`config.mk`:
```
export PLATFORM = sky130hd
export DESIGN_NAME = auto_wake_timer
export DESIGN_NICKNAME = d
export VERILOG_FILES = /design/src/include/wake_timer_pkg.sv /design/src/rtl/auto_wake_timer.sv
export SDC_FILE = /design/constraint.sdc
export NUM_CORES = 1
export LEC_CHECK = 0
export BUFFER_PORTS_ARGS = -buffer_cell sky130_fd_sc_hd__buf_4
export CORE_ASPECT_RATIO = 0.75
export CORE_MARGIN = 2
export CORE_UTILIZATION = 50
export CTS_BUF_LIST = sky130_fd_sc_hd__clkbuf_8
export CTS_CLUSTER_SIZE = 30
export DETAILED_ROUTE_END_ITERATION = 10
export GPL_TIMING_DRIVEN = 0
export PLACE_DENSITY = 0.86
export SLEW_MARGIN = 5
export SYNTH_ARGS = -nofsm -noshare
export SYNTH_HDL_FRONTEND = slang
export SYNTH_SLANG_ARGS = --single-unit
```
`constraint.sdc`:
```
create_clock -name aclk -period 3.15 [get_ports aclk]
set_clock_uncertainty 0.1 [all_clocks]
set_input_delay 0.63 -clock aclk [delete_from_list [all_inputs] [get_ports aclk]]
set_output_delay 0.63 -clock aclk [all_outputs]
set_load 0.05 [all_outputs]
```
`src/include/wake_timer_pkg.sv`:
```
package wake_timer_pkg;
	// register byte offsets (low address bits only)
	localparam logic [3:0] OFS_CONTROL_STATUS = 4'h0;
	localparam logic [3:0] OFS_PRESCALER = 4'h4;
	localparam logic [3:0] OFS_TIMEBASE = 4'h8;
	// control/status field positions
	localparam int BIT_MEASURE_EN = 0;
	localparam int BIT_WAKE_EN = 4;
	localparam int BIT_WAKE_FLAG = 5;
	// reset values
	localparam logic [31:0] RST_CONTROL_STATUS = 32'h0000_0000;
	localparam logic [7:0] RST_PRESCALER = 8'hC0;
	localparam logic [3:0] RST_TIMEBASE = 4'h0;
	// timebase code that disables wakeup
	localparam logic [3:0] TB_OFF = 4'h0;
	// coefficient for the two irregular timebase codes
	localparam logic [3:0] TB_FIVE = 4'hE;
	localparam logic [3:0] TB_THIRTY = 4'hF;
	localparam logic [15:0] COEF_FIVE = 16'h2800;
	localparam logic [15:0] COEF_THIRTY = 16'hF000;
	localparam logic [15:0] COEF_ONE = 16'h0001;
	// bus responses
	localparam logic [1:0] RESP_OKAY = 2'h0;
	localparam logic [1:0] RESP_SLVERR = 2'h2;
endpackage

```
`src/rtl/auto_wake_timer.sv`:
```
`timescale 1ns/10ps
module auto_wake_timer
	import wake_timer_pkg::*;
(
	// clock and reset
	input wire logic aclk,
	input wire logic aresetn,
	// axi4-lite write address
	input wire logic [31:0] awaddr,
	input wire logic [2:0] awprot,
	input wire logic awvalid,
	output logic awready,
	// axi4-lite write data
	input wire logic [31:0] wdata,
	input wire logic [3:0] wstrb,
	input wire logic wvalid,
	output logic wready,
	// axi4-lite write response
	output logic [1:0] bresp,
	output logic bvalid,
	input wire logic bready,
	// axi4-lite read address
	input wire logic [31:0] araddr,
	input wire logic [2:0] arprot,
	input wire logic arvalid,
	output logic arready,
	// axi4-lite read data
	output logic [31:0] rdata,
	output logic [1:0] rresp,
	output logic rvalid,
	input wire logic rready,
	// slow clock pin and its measurement route
	input wire logic slow_internal_rc_clock,
	output logic capture_timer_one_ch1,
	// wakeup interrupt request
	output logic wake_irq
);
	// bus handshake state
	logic awready_ff, wready_ff, bvalid_ff, arready_ff, rvalid_ff;
	logic [1:0] bresp_ff, rresp_ff;
	logic [31:0] rdata_ff;
	logic [3:0] waddr_ff; // captured write address
	logic [31:0] wdata_ff; // captured write data
	logic [3:0] wstrb_ff; // captured byte enables
	// registers
	logic measure_en_ff, wake_en_ff, flag_ff;
	logic [7:0] presc_reg_ff; // bits 7:6 show reset marker until first write
	logic [3:0] tbc_ff;
	// slow clock synchroniser and edge detect
	logic slow_s1_ff, slow_s2_ff, slow_s3_ff;
	logic slow_edge;
	// counters
	logic [5:0] presc_cnt_ff;
	logic tick_ff;
	logic [15:0] wake_cnt_ff;
	logic expire_ff;
	logic capture_ff, irq_ff;
	logic run;
	logic [15:0] coef;
	logic wr_fire, rd_fire, rd_csts;

	// coefficient for a timebase code
	function automatic logic [15:0] coef_of(input logic [3:0] code);
		logic [15:0] c;
		c = COEF_ONE;
		case (code)
			TB_FIVE: c = COEF_FIVE;
			TB_THIRTY: c = COEF_THIRTY;
			TB_OFF: c = COEF_ONE;
			default: c = COEF_ONE << (code - 4'h1);
		endcase
		return c;
	endfunction

	assign awready = awready_ff;
	assign wready = wready_ff;
	assign bvalid = bvalid_ff;
	assign bresp = bresp_ff;
	assign arready = arready_ff;
	assign rvalid = rvalid_ff;
	assign rresp = rresp_ff;
	assign rdata = rdata_ff;
	assign capture_timer_one_ch1 = capture_ff;
	assign wake_irq = irq_ff;

	// both halves of a write held and no response pending
	assign wr_fire = !awready_ff && !wready_ff && !bvalid_ff;
	assign rd_fire = arvalid && arready_ff;
	assign rd_csts = rd_fire && (araddr[3:0] == OFS_CONTROL_STATUS);
	assign run = wake_en_ff && (tbc_ff != TB_OFF);
	assign coef = coef_of(tbc_ff);
	assign slow_edge = slow_s2_ff && !slow_s3_ff;

	// write address channel, taken in any order with data
	always_ff @(posedge aclk) begin
		if (!aresetn) begin
			awready_ff <= 1'b1;
			waddr_ff <= 4'h0;
		end else if (awvalid && awready_ff) begin
			awready_ff <= 1'b0;
			waddr_ff <= awaddr[3:0];
		end else if (bvalid_ff && bready) begin
			awready_ff <= 1'b1;
		end
	end

	// write data channel
	always_ff @(posedge aclk) begin
		if (!aresetn) begin
			wready_ff <= 1'b1;
			wdata_ff <= 32'h0000_0000;
			wstrb_ff <= 4'h0;
		end else if (wvalid && wready_ff) begin
			wready_ff <= 1'b0;
			wdata_ff <= wdata;
			wstrb_ff <= wstrb;
		end else if (bvalid_ff && bready) begin
			wready_ff <= 1'b1;
		end
	end

	// write response, error on unmapped offsets
	always_ff @(posedge aclk) begin
		if (!aresetn) begin
			bvalid_ff <= 1'b0;
			bresp_ff <= RESP_OKAY;
		end else if (wr_fire) begin
			bvalid_ff <= 1'b1;
			bresp_ff <= (waddr_ff == OFS_CONTROL_STATUS || waddr_ff == OFS_PRESCALER ||
				waddr_ff == OFS_TIMEBASE) ? RESP_OKAY : RESP_SLVERR;
		end else if (bready) begin
			bvalid_ff <= 1'b0;
		end
	end

	// register writes, only byte lane zero holds fields
	always_ff @(posedge aclk) begin
		if (!aresetn) begin
			measure_en_ff <= RST_CONTROL_STATUS[BIT_MEASURE_EN];
			wake_en_ff <= RST_CONTROL_STATUS[BIT_WAKE_EN];
			presc_reg_ff <= RST_PRESCALER;
			tbc_ff <= RST_TIMEBASE;
		end else if (wr_fire && wstrb_ff[0]) begin
			case (waddr_ff)
				OFS_CONTROL_STATUS: begin
					measure_en_ff <= wdata_ff[BIT_MEASURE_EN];
					wake_en_ff <= wdata_ff[BIT_WAKE_EN];
				end
				OFS_PRESCALER: presc_reg_ff <= {2'h0, wdata_ff[5:0]};
				OFS_TIMEBASE: tbc_ff <= wdata_ff[3:0];
				default: ;
			endcase
		end
	end

	// read channel, data taken at the address handshake
	always_ff @(posedge aclk) begin
		if (!aresetn) begin
			arready_ff <= 1'b1;
			rvalid_ff <= 1'b0;
			rdata_ff <= 32'h0000_0000;
			rresp_ff <= RESP_OKAY;
		end else if (rd_fire) begin
			arready_ff <= 1'b0;
			rvalid_ff <= 1'b1;
			rresp_ff <= RESP_OKAY;
			case (araddr[3:0])
				OFS_CONTROL_STATUS: rdata_ff <= {26'h0, flag_ff, wake_en_ff, 3'h0, measure_en_ff};
				OFS_PRESCALER: rdata_ff <= {24'h0, presc_reg_ff};
				OFS_TIMEBASE: rdata_ff <= {28'h0, tbc_ff};
				default: begin
					rdata_ff <= 32'h0000_0000;
					rresp_ff <= RESP_SLVERR;
				end
			endcase
		end else if (rvalid_ff && rready) begin
			arready_ff <= 1'b1;
			rvalid_ff <= 1'b0;
		end
	end

	// slow clock synchroniser and edge history
	always_ff @(posedge aclk) begin
		if (!aresetn) begin
			slow_s1_ff <= 1'b0;
			slow_s2_ff <= 1'b0;
			slow_s3_ff <= 1'b0;
		end else begin
			slow_s1_ff <= slow_internal_rc_clock;
			slow_s2_ff <= slow_s1_ff;
			slow_s3_ff <= slow_s2_ff;
		end
	end

	// prescaler divides by code plus two, except code 63, where the 6-bit limit wraps to zero and it divides by one
	always_ff @(posedge aclk) begin
		if (!aresetn || !run) begin
			presc_cnt_ff <= 6'h00;
			tick_ff <= 1'b0;
		end else if (slow_edge && presc_cnt_ff >= presc_reg_ff[5:0] + 6'h01) begin
			presc_cnt_ff <= 6'h00;
			tick_ff <= 1'b1;
		end else begin
			presc_cnt_ff <= slow_edge ? presc_cnt_ff + 6'h01 : presc_cnt_ff;
			tick_ff <= 1'b0;
		end
	end

	always_ff @(posedge aclk) begin
		if (!aresetn || !run) begin
			wake_cnt_ff <= 16'h0000;
			expire_ff <= 1'b0;
		end else if (tick_ff && wake_cnt_ff == coef - 16'h0001) begin
			wake_cnt_ff <= 16'h0000;
			expire_ff <= 1'b1;
		end else begin
			wake_cnt_ff <= tick_ff ? wake_cnt_ff + 16'h0001 : wake_cnt_ff;
			expire_ff <= 1'b0;
		end
	end

	// flag set wins over read clear
	always_ff @(posedge aclk) begin
		if (!aresetn) begin
			flag_ff <= RST_CONTROL_STATUS[BIT_WAKE_FLAG];
		end else if (expire_ff) begin
			flag_ff <= 1'b1;
		end else if (rd_csts) begin
			flag_ff <= 1'b0;
		end
	end

	always_ff @(posedge aclk) begin
		if (!aresetn) begin
			capture_ff <= 1'b0;
			irq_ff <= 1'b0;
		end else begin
			capture_ff <= measure_en_ff && slow_s2_ff;
			irq_ff <= flag_ff;
		end
	end
endmodule

```
# Yosys cells after proc, flatten, opt, wreduce, memory -nomap -nowiden
# Cells that the tools add are included.
[op_classes] bitwise=0 reduce_logical=38 div_mod_pow=0 addsub=5 eq_ne=7 multipliers=0 shifts=1 n_lt_le_gt_ge=1 n_mux=17
[op_table] operator="16-bit case mux with 3 select lines" n=1
[op_table] operator="8-bit case mux with 3 select lines" n=1
[op_table] operator="16-bit by 1-bit adder with 16-bit output, second input constant" n=1
[op_table] operator="16-bit == test" n=1
[op_table] operator="4-bit == test, second input constant" n=4
[op_table] operator="1-bit by 4-bit << shifter with 16-bit output, first input constant" n=1
[op_table] operator="16-bit by 1-bit subtractor with 16-bit output, second input constant" n=1
[op_table] operator="1-bit logical AND" n=14
[op_table] operator="1-bit 2-to-1 mux" n=13
[op_table] operator="6-bit by 1-bit adder with 6-bit output, second input constant" n=2
[op_table] operator="4-bit zero test" n=3
[op_table] operator="2-bit nonzero test" n=5
[op_table] operator="4-bit by 3-bit == test with 1-bit output, second input constant" n=2
[op_table] operator="6-bit greater-or-equal comparator" n=1
[op_table] operator="1-bit zero test" n=6
[op_table] operator="2-bit AND reduction" n=3
[op_table] operator="2-bit 2-to-1 mux" n=2
[op_table] operator="4-bit nonzero test" n=1
[op_table] operator="2-bit OR reduction" n=2
[op_table] operator="4-bit by 1-bit subtractor with 4-bit output, second input constant" n=1
[op_table] operator="1-bit logical OR" n=3
[op_table] operator="3-bit OR reduction" n=1
[totals] ram_bits=0 n_memories=0 mem_bits_ro=0 wordCells=94 latch_bits=0 in_bits=114 reg_bits=96

# Logic depth before layout (Yosys ltp)
# Gate-level depths: netlist of run 1.
[depth] word_depth=7 ltp_mapped=14

# Worst setup path after synthesis of run 1
# No wires, ideal clock.
[synth_path] path_kind="flip-flop to flip-flop" from="register tbc_ff[1]" to="register wake_cnt_ff[0]" setup_slack_ns=0.588 period_less_slack_ns=2.562 path_stages_with_launch=14 setup_ns=0.137 arrival_time_ns=2.324 cell_sequence="dfxtp_1 -> buf_4 -> buf_2 -> nand3b_1 -> ha_1 -> clkbuf_1 -> xnor2_1 -> xnor2_1 -> or3_1 -> nor4_2 -> and4_1 -> buf_6 -> buf_12 -> nor3_2"
[synth_between] elab_chain_len=7 elab_cells_between_ends=14 classes_between="add/sub: 2; eq/ne: 3; shift: 1; mux: 1; reduce/logical: 7"
[synth_lines] item="start: declaration" line="auto_wake_timer.sv:48" text="logic [3:0] tbc_ff;"
[synth_lines] item="start signal: assignment" line="auto_wake_timer.sv:150" text="OFS_TIMEBASE: tbc_ff <= wdata_ff[3:0];"
[synth_lines] item="4-bit by 1-bit subtractor with 4-bit output" line="auto_wake_timer.sv:70" text="default: c = COEF_ONE << (code - 4'h1);"
[synth_lines] item="1-bit by 4-bit << shifter with 16-bit output" line="auto_wake_timer.sv:70"
[synth_lines] item="16-bit case mux with 3 select lines" line="auto_wake_timer.sv:66" text="case (code)"
[synth_lines] item="16-bit by 1-bit subtractor with 16-bit output" line="auto_wake_timer.sv:213" text="end else if (tick_ff && wake_cnt_ff == coef - 16'h0001) begin"
[synth_lines] item="16-bit == test" line="auto_wake_timer.sv:213"
[synth_lines] item="1-bit logical AND" line="auto_wake_timer.sv:213"
[synth_lines] item="2-bit OR reduction (no source line) (*)"
[synth_lines] item="end signal: assignment" line="auto_wake_timer.sv:217" text="wake_cnt_ff <= tick_ff ? wake_cnt_ff + 16'h0001 : wake_cnt_ff;"
[synth_lines] item="end: declaration" line="auto_wake_timer.sv:55" text="logic [15:0] wake_cnt_ff;"
# Mark *: on every way between the ends. The rest lies on a longest branch, timed or not.
# A chain may end at the register's enable or synchronous reset.

# Worst setup path after layout of run 1
[layout_path] from="register tbc_ff[1]" to="register wake_cnt_ff[2]"
# The elaborated chain is that of the path after synthesis.

==> results, run 1 <==
- The number of instances in the placed design is approximately 600.
- The worst hold path cell count is 2.
- The first global-routing pass estimated ~15000 um of wire.
- The worst-case IR drop observed on VDD is about 0.00026 V.
- After synthesis, the mean cell area works out to about 8.5 um2.
- The final period utilization is 0.931.
- The critical path class is flip-flop to flip-flop.
- The die boundary width is a little over 100 um.
- The number of storage elements in the synthesis netlist is 68.
- The final number of max-transition violations is 0.
- The total congestion overflow is 0.
- The repair_antennas step left the layout with diodes totalling 0.
- The min-delay analysis places its worst path in the category flip-flop to flip-flop.
- Clock latency on the worst-skew pair, taken at its later pin, is approximately 350 ps.
- The finished layout holds 613 standard cells, fillers aside.
- The placed instances occupy a cell area of between 4000 and 5000 um2.
- Of the total power, the clock network draws 0.420.
- Clock-pin slew was measured on the worst setup and hold paths at 70 ps.
- At the worst endpoint, the required time is 3270 ps.
- The share of total power consumed by net switching is 0.261.
- The relative contribution of sequential cells to total power is 0.469.
- Max-cap violations in this run came to 0.
- For this design, the CTS-stage hold fixing added 0 buffers.
- The wire-length estimate of the detail-placed layout is 6590 um.
- The sum of internal, switching and leakage power is around 0.0019 W.
- Of the total power, combinational logic draws 0.111.
- The number of distinct library cell variants in the gate-level netlist after synthesis is between 40 and 50.
- The internal power of the cells totals ~0.0014 W.
- The count of flip-flops with a built-in enable after synthesis is 0.
- The sequential cells in the finished layout cover a total of between 1000 and 1500 um2.
- The routed design uses approximately 710 um of met3 wire.
- Summed over all nets, the switching power comes to slightly below 0.0005 W.
- The routed metal-1 wirelength is 3960 um.
- The run finished with clean final reports.
- The number of cells traversed by the worst register-to-register path is 12.
- The cell area that synthesis handed to floorplanning was around 3700 um2.
- The post-cts resize count is 0.
- The initial core utilization is 0.507.
- TritonCTS built the clock tree.
- With fillers left out, the area of the finished cells amounts to about 4400 um2.
- The minimum clock period is 2930 ps.
- The final-layout fill cell count is 642.
- From bottom edge to top edge, the die measures a little under 80 um.
- Compared with the post-synthesis result, the final layout area differs by 19.6%.
- For this run, design rule violations remaining after detail routing come to 0.
- The via count normalized by instance count is ~5.3.
- In the synthesized netlist the dominant register cell turns out to be dfxtp_1.
- The master cell of the clock root buffer is clkbuf_8.
- Summed over all failing endpoints, the final setup total negative slack is 0 ps.
- The number of antenna violations at the first check in global routing came to 0.
- In this run the remaining antenna-violating nets after routing total 0.
- The total number of clock tree sinks is between 60 and 70.
- Setup violations remaining at the end of the flow were counted as 0.
- The total met2 wirelength after detailed routing is ~4000 um.
- The die covers 8050 um2.
- The routed design has about 8800 um of wire.
- In the final layout, the multi-input gates occupy 2010 um2.
- After synthesis, the share of flip-flops with an asynchronous set or reset is 0.
- roughly 160 I/O pins were placed.
- In the final layout, the share of cells above drive strength 1 is 0.197.
- For this run, the post-layout net count is 631.
- The post-route worst setup slack is 217 ps.
- The worst endpoint data arrival time is just over 3000 ps.
- The nature of the critical path endpoint is a flip-flop.
- Setup repair after global routing left no endpoint under its margin.
- The hold violation count in the final report is 0.
- The worst-case clock buffer depth is 2.
- The maximum number of pins on one net before global-route repair is 12.
- The sequential cell area fraction in the yosys report is 0.371.
- STA classifies the critical path startpoint as a flip-flop.
- For this run, the total global-route usage over all layers was measured as 0.229.
- The highest clock frequency the design can meet is approximately 340 MHz.
- The total area inside the core boundary comes to between 7000 and 8000 um2.
- The via count of the first global-routing pass is between 3000 and 4000.
- Yosys printed 0 warnings.
- The initialized floorplan defines 27 standard-cell rows.
- The detailed router's first-iteration violation count is around 270.
- The uppermost layer routed is met4.
- The number of setup buffers added after CTS is 0.
- The final route contains 3258 vias.
- The number of buffers created by CTS is 9.
- At the pin with the least slew margin, the transition time is approximately 670 ps.
- At the placement stage, the worst setup path has a slack of between 200 and 250 ps.
- The maximum fanout encountered on the critical timing path is 10.
- The final weighted congestion in routability-driven placement is 0.872.
- The number of iterations in the first detailed-routing pass is 5.
- The leakage dissipation is 1.87 nW.
- The H-tree depth is 3.
- For this design the ratio of total power to cell area is 432 nW/um2.
- Dividing the detail-routed wire length by the instance count gives 14.4 um.
- The relative slew slack is 0.551.
- The count of buffers added on input and output ports is 38.
- The cell count after synthesis came out at between 400 and 500.
path summary, 6_finish.rpt:
check                  startpoint               to  slack [ps]
setup / recovery        tbc_ff[1]   wake_cnt_ff[2]         220
hold / removal    presc_reg_ff[6]  presc_reg_ff[6]         350
setup reg to reg        tbc_ff[1]   wake_cnt_ff[2]         220
hold reg to reg   presc_reg_ff[6]  presc_reg_ff[6]         350
layout make-up:
type	count	share of cell area
repair buffers	38	0.0650
flip-flops and latches	68	0.310
clock buffers	10	0.0314
multi-input cells	328	0.458
inverters	11	0.00941
well taps	101	0.0288
plain buffers	51	0.0790
clock inverters	6	0.0182
critical path, cell delays in order (launching register included):
cell and delay [ps]:
dfxtp_1 380, buf_4 190, buf_2 260, nand3b_1 110
ha_1 290, nand2b_1 200, o31ai_1 230, a21oi_1 80
nor4_1 350, and4_1 260, buf_6 140, buf_12 140
nor3_2 50
cell families (layout without fill, tap and decap cells):
logic type | after synthesis | in the layout | synth area share
AO/OA/AOI/OAI | 64 | 64 | 0.104
XOR/XNOR | 31 | 31 | 0.0740
adder cells (fa/ha/maj) | 10 | 10 | 0.0341
buffers and inverters | 63 | 116 | 0.107
flip-flops | 68 | 68 | 0.371
multiplexers | 18 | 18 | 0.0491
other | 1 | 26 | 0.00102
AND/OR/NAND/NOR | 179 | 179 | 0.260
sequential cells by signal, summed over array words and instances (netlist names), 4 cells and up:
signal,flops
waddr_ff,4
rdata,7
wake_cnt_ff,16
tbc_ff,4
wdata_ff,6
presc_cnt_ff,6
presc_reg_ff,7
cell usage in the layout (no fill, tap or decap), types with 5 or more instances in the layout:
cell	n
a21oi_1	32
a22oi_1	5
and2_1	8
and3_1	7
and4_1	6
buf_4	70
clkbuf_1	13
clkbuf_8	10
conb_1	26
dfxtp_1	68
ha_1	10
inv_1	12
mux2i_1	18
nand2_1	46
nand2b_1	7
nand3_1	9
nand4_1	7
nor2_1	37
nor3_1	21
nor3_2	9
o21ai_0	9
xnor2_1	16
xor2_1	15
cells in the mapped netlist, types with 10 or more instances:
master / number / area share
dfxtp_1: 68 / 0.37
ha_1: 10 / 0.034
a21oi_1: 32 / 0.044
nor3_1: 21 / 0.029
xnor2_1: 16 / 0.038
xor2_1: 15 / 0.036
nor2_1: 37 / 0.038
mux2i_1: 18 / 0.049
buf_4: 32 / 0.065
nand2_1: 46 / 0.047
inv_1: 10 / 0.010
clkbuf_1: 14 / 0.014
power groups by stage:
stage          registers [W]  logic [W]  clock network, W
6_report            0.000891   0.000210          0.000797
5_1_grt             0.000892   0.000223          0.000845
4_1_cts             0.000890   0.000208          0.000806
3_5_place_dp        0.000910   0.000208                 0
3_3_place_gp        0.000909   0.000204                 0
2_1_floorplan       0.000930   0.000137                 0
stage by stage:
| stage | hold WS (ps) | utilization |
|---|---|---|
| 2_1_floorplan | 312 | - |
| 3_3_place_gp | 324 | 0.577 |
| 3_5_place_dp | 348 | 0.577 |
| 4_1_cts | 358 | 0.607 |
| 5_1_grt | 385 | 0.607 |
| 6_report | 354 | 0.607 |
per-layer routing:
metal / track usage / up-vias
met5: 0 / -
met2: 0.360 / 153
met1: 0.311 / 1497
li1: - / 1594
met4: 0.0684 / 0
met3: 0.0570 / 14
No activity file was read; power rests on OpenSTA's default activity.
==> run 2: changes to the inputs <==
==> constraint.sdc (replaced) <==
create_clock -name aclk -period 3.15 [get_ports aclk]
set_clock_uncertainty 0.1 [all_clocks]
set_input_delay 0.1575 -clock aclk [delete_from_list [all_inputs] [get_ports aclk]]
set_output_delay 0.1575 -clock aclk [all_outputs]
set_load 0.05 [all_outputs]
==> results, run 2 (synthesis results as in run 1) <==
- The global-route usage over all layers is 0.232 (+0.00279).
- The kind of path behind the tightest hold check is input port to flip-flop.
- The worst hold path terminates at awready.
- In the layout the commonest cells are 70 x buf_4, 68 x dfxtp_1, 46 x nand2_1, 37 x nor2_1, 32 x a21oi_1.
- The H-tree depth is 3 (unchanged).
- The source-to-sink clock delay at the later pin of the worst-skew pair is 350 ps (about the same).
- The number of iterations in the first detailed-routing pass is 7 (+2).
- The worst endpoint data arrival time was 3030 ps (-20 ps).
- The maximum fanout encountered on the critical timing path is 10 (unchanged).
- TritonCTS built the clock tree.
- The number of antenna violations at the first check in global routing is 0 (unchanged).
- The master cell of the clock root buffer is clkbuf_8.
- The count of vias placed by the detailed router is 3334 (+2.3%).
- The post-route worst setup slack came to 238 ps (+21.0 ps).
- The die height is 78.2 um (unchanged).
- The total power per unit cell area is 424 nW/um2 (-1.9%).
- The via count normalized by instance count is 5.33 (+0.37%).
- The worst setup path is captured at a flip-flop.
- The hold violation count in the final report came to 1 (+1).
- The floorplan die area is 8050 um2 (unchanged).
- The total number of nets in the final design is 643 (+1.9%).
- The number of cells traversed by the worst register-to-register path is 12 (unchanged).
- The register cell area after layout is 1360 um2 (unchanged).
- The final-layout setup total negative slack came to 0 ps (unchanged).
- The number of standard-cell rows in the floorplan is 27 (unchanged).
- The final reports fail on negative hold slack.
- The critical path is of the flip-flop to flip-flop type.
- The startpoint identified for the worst hold timing path is bready.
- The slew of the pin with the lowest slew margin is 673 ps (-0.435 ps).
- The relative slew slack is 0.551 (about the same).
- The total number of clock tree sinks is 68 (unchanged).
- The capturing point of the worst reg2reg path is wake_cnt_ff[2].
- The flow ran to the end, but the final reports show violations.
- Setup repair after global routing left no endpoint under its margin.
- The leakage dissipation is 1.92 nW (+2.7%).
- STA classifies the critical path startpoint as a flip-flop.
- The multi-input logic area is 2010 um2 (unchanged).
- The die boundary width was 103 um (unchanged).
- The global-route wire length before repair is 14700 um (+1.1%).
- The number of port buffers is 38 (unchanged).
- The worst-case setup slack after placement is 202 ps (unchanged).
- The most frequent standard cell in the layout excluding fill and tap cells is buf_4.
- The detailed router's first-iteration violation count is 257 (-3.7%).
- The register-to-register setup slack was 240 ps (+20 ps).
- From synthesis to final layout, the design area changed by 22.9%.
- The routed length per instance came to 14.3 um (-0.32%).
- The register with the most flip-flops in the final layout is wake_cnt_ff.
- The fraction of layout cells with a size suffix above 1 is 0.193 (-0.00452).
- The maximum vdd drop was 0.000262 V (+0.22%).
- The final-layout fill cell count is 637 (-0.78%).
- After detailed routing, no signal wire sits above met4.
- The residual antenna-violating net count after detailed routing was 0 (unchanged).
- The detailed-route wire length came to 8940 um (+1.6%).
- The post-route DRC violation count is 0 (unchanged).
- The worst-case clock buffer depth is 2 (unchanged).
- The routed metal-1 wirelength is 4060 um (+2.6%).
- The total of max-cap violations is 0 (unchanged).
- The final weighted congestion in routability-driven placement was 0.872 (unchanged).
- The worst register-to-register path begins at tbc_ff[1].
- The number of flip-flops under the largest register name came to 16 (unchanged).
- The I/O pin count is 157 (unchanged).
- The required time of the worst setup path is 3270 ps (about the same).
- The highest clock frequency the design can meet was 343 MHz (+0.72%).
- The total met2 wirelength after detailed routing was 4180 um (+4.3%).
- The register clock-pin slew on the reported worst setup and hold paths is 70 ps (about the same).
- The number of buffers created by CTS is 9 (unchanged).
- The total congestion overflow is 0 (unchanged).
- The worst hold slack after final layout is -2.14 ps (-356 ps).
- The standard cell core area was 7230 um2 (unchanged).
- The via count of the first global-routing pass was 3100 (+2.0%).
- The initial core utilization is 0.507 (unchanged).
- The worst hold path cell count came to 3 (+1).
- The final HPWL from detailed placement is 6590 um (unchanged).
- The final number of max-transition violations is 0 (unchanged).
- The minimum clock period is 2910 ps (-21.0 ps).
- The total length of routed met3 wires is 575 um (-19%).
- The number of antenna cells inserted is 0 (unchanged).
- The maximum number of pins on one net before global-route repair is 12 (unchanged).
- The number of setup violations in the final report was 0 (unchanged).
- The final period utilization came to 0.925 (-0.00666).
-- run 2: cell count changes in the layout (fill, tap and decap cells not counted), sizes merged --
| cell | before | now |
|---|---|---|
| dlygate4sd3 | 0 | 12 |
-- run 2: critical path: stages, from the launching register on --
cell,delay (ps)
dfxtp_1,380
buf_4,190
buf_2,270
nand3b_1,110
ha_1,290
xnor2_1,250
xnor2_1,120
or3_1,390
nor4_2,120
and4_1,220
buf_6,140
buf_12,140
nor3_2,50
-- run 2: layout make-up --
| type | instances | area share |
|---|---|---|
| buffer | 51 | 0.0769 |
| clock inverter | 6 | 0.0178 |
| multi-input combinational | 328 | 0.446 |
| clock buffer | 10 | 0.0305 |
| tap | 101 | 0.0280 |
| sequential | 68 | 0.302 |
| inverter | 11 | 0.00916 |
| timing repair buffer | 50 | 0.0899 |
-- run 2: worst max path at each step --
| stage | cells past startpoint | start | to |
|---|---|---|---|
| floorplan | 13 | tbc_ff[1] | wake_cnt_ff[0] |
| global placement | 14 | tbc_ff[1] | wake_cnt_ff[4] |
| detailed placement | 14 | tbc_ff[1] | wake_cnt_ff[2] |
| CTS | 13 | tbc_ff[1] | wake_cnt_ff[2] |
| global route | 12 | tbc_ff[1] | wake_cnt_ff[15] |
| finish | 12 | tbc_ff[1] | wake_cnt_ff[2] |
-- run 2: power breakdown --
part | internal (W) | switching [W]
logic | 0.0000751 | 0.000147
clock network | 0.000460 | 0.000340
registers | 0.000876 | 0.0000147
total | 0.00141 | 0.000501
-- run 2: repair_timing --
action	4_1_cts	5_1_grt
hold buffers	12	0
endpoints found under the setup margin	0	9
gates resized for setup	0	0
hold endpoints to repair	12	0
setup buffers	0	0
-- run 2: metrics by stage --
step                cells   util  total power (W)  area, um2
detailed placement    598  0.577          0.00112       4170
CTS                   626  0.624          0.00192       4510
global placement      598  0.577          0.00111       4170
global route          625  0.624          0.00197       4510
finish                625  0.624          0.00191       4510
floorplan             459      -          0.00107       3760
-- run 2: routing by layer --
metal | up-vias | global-route usage
li1 | 1617 | -
met2 | 142 | 0.370
met3 | 19 | 0.0579
met5 | - | 0
met4 | 0 | 0.0711
met1 | 1556 | 0.309
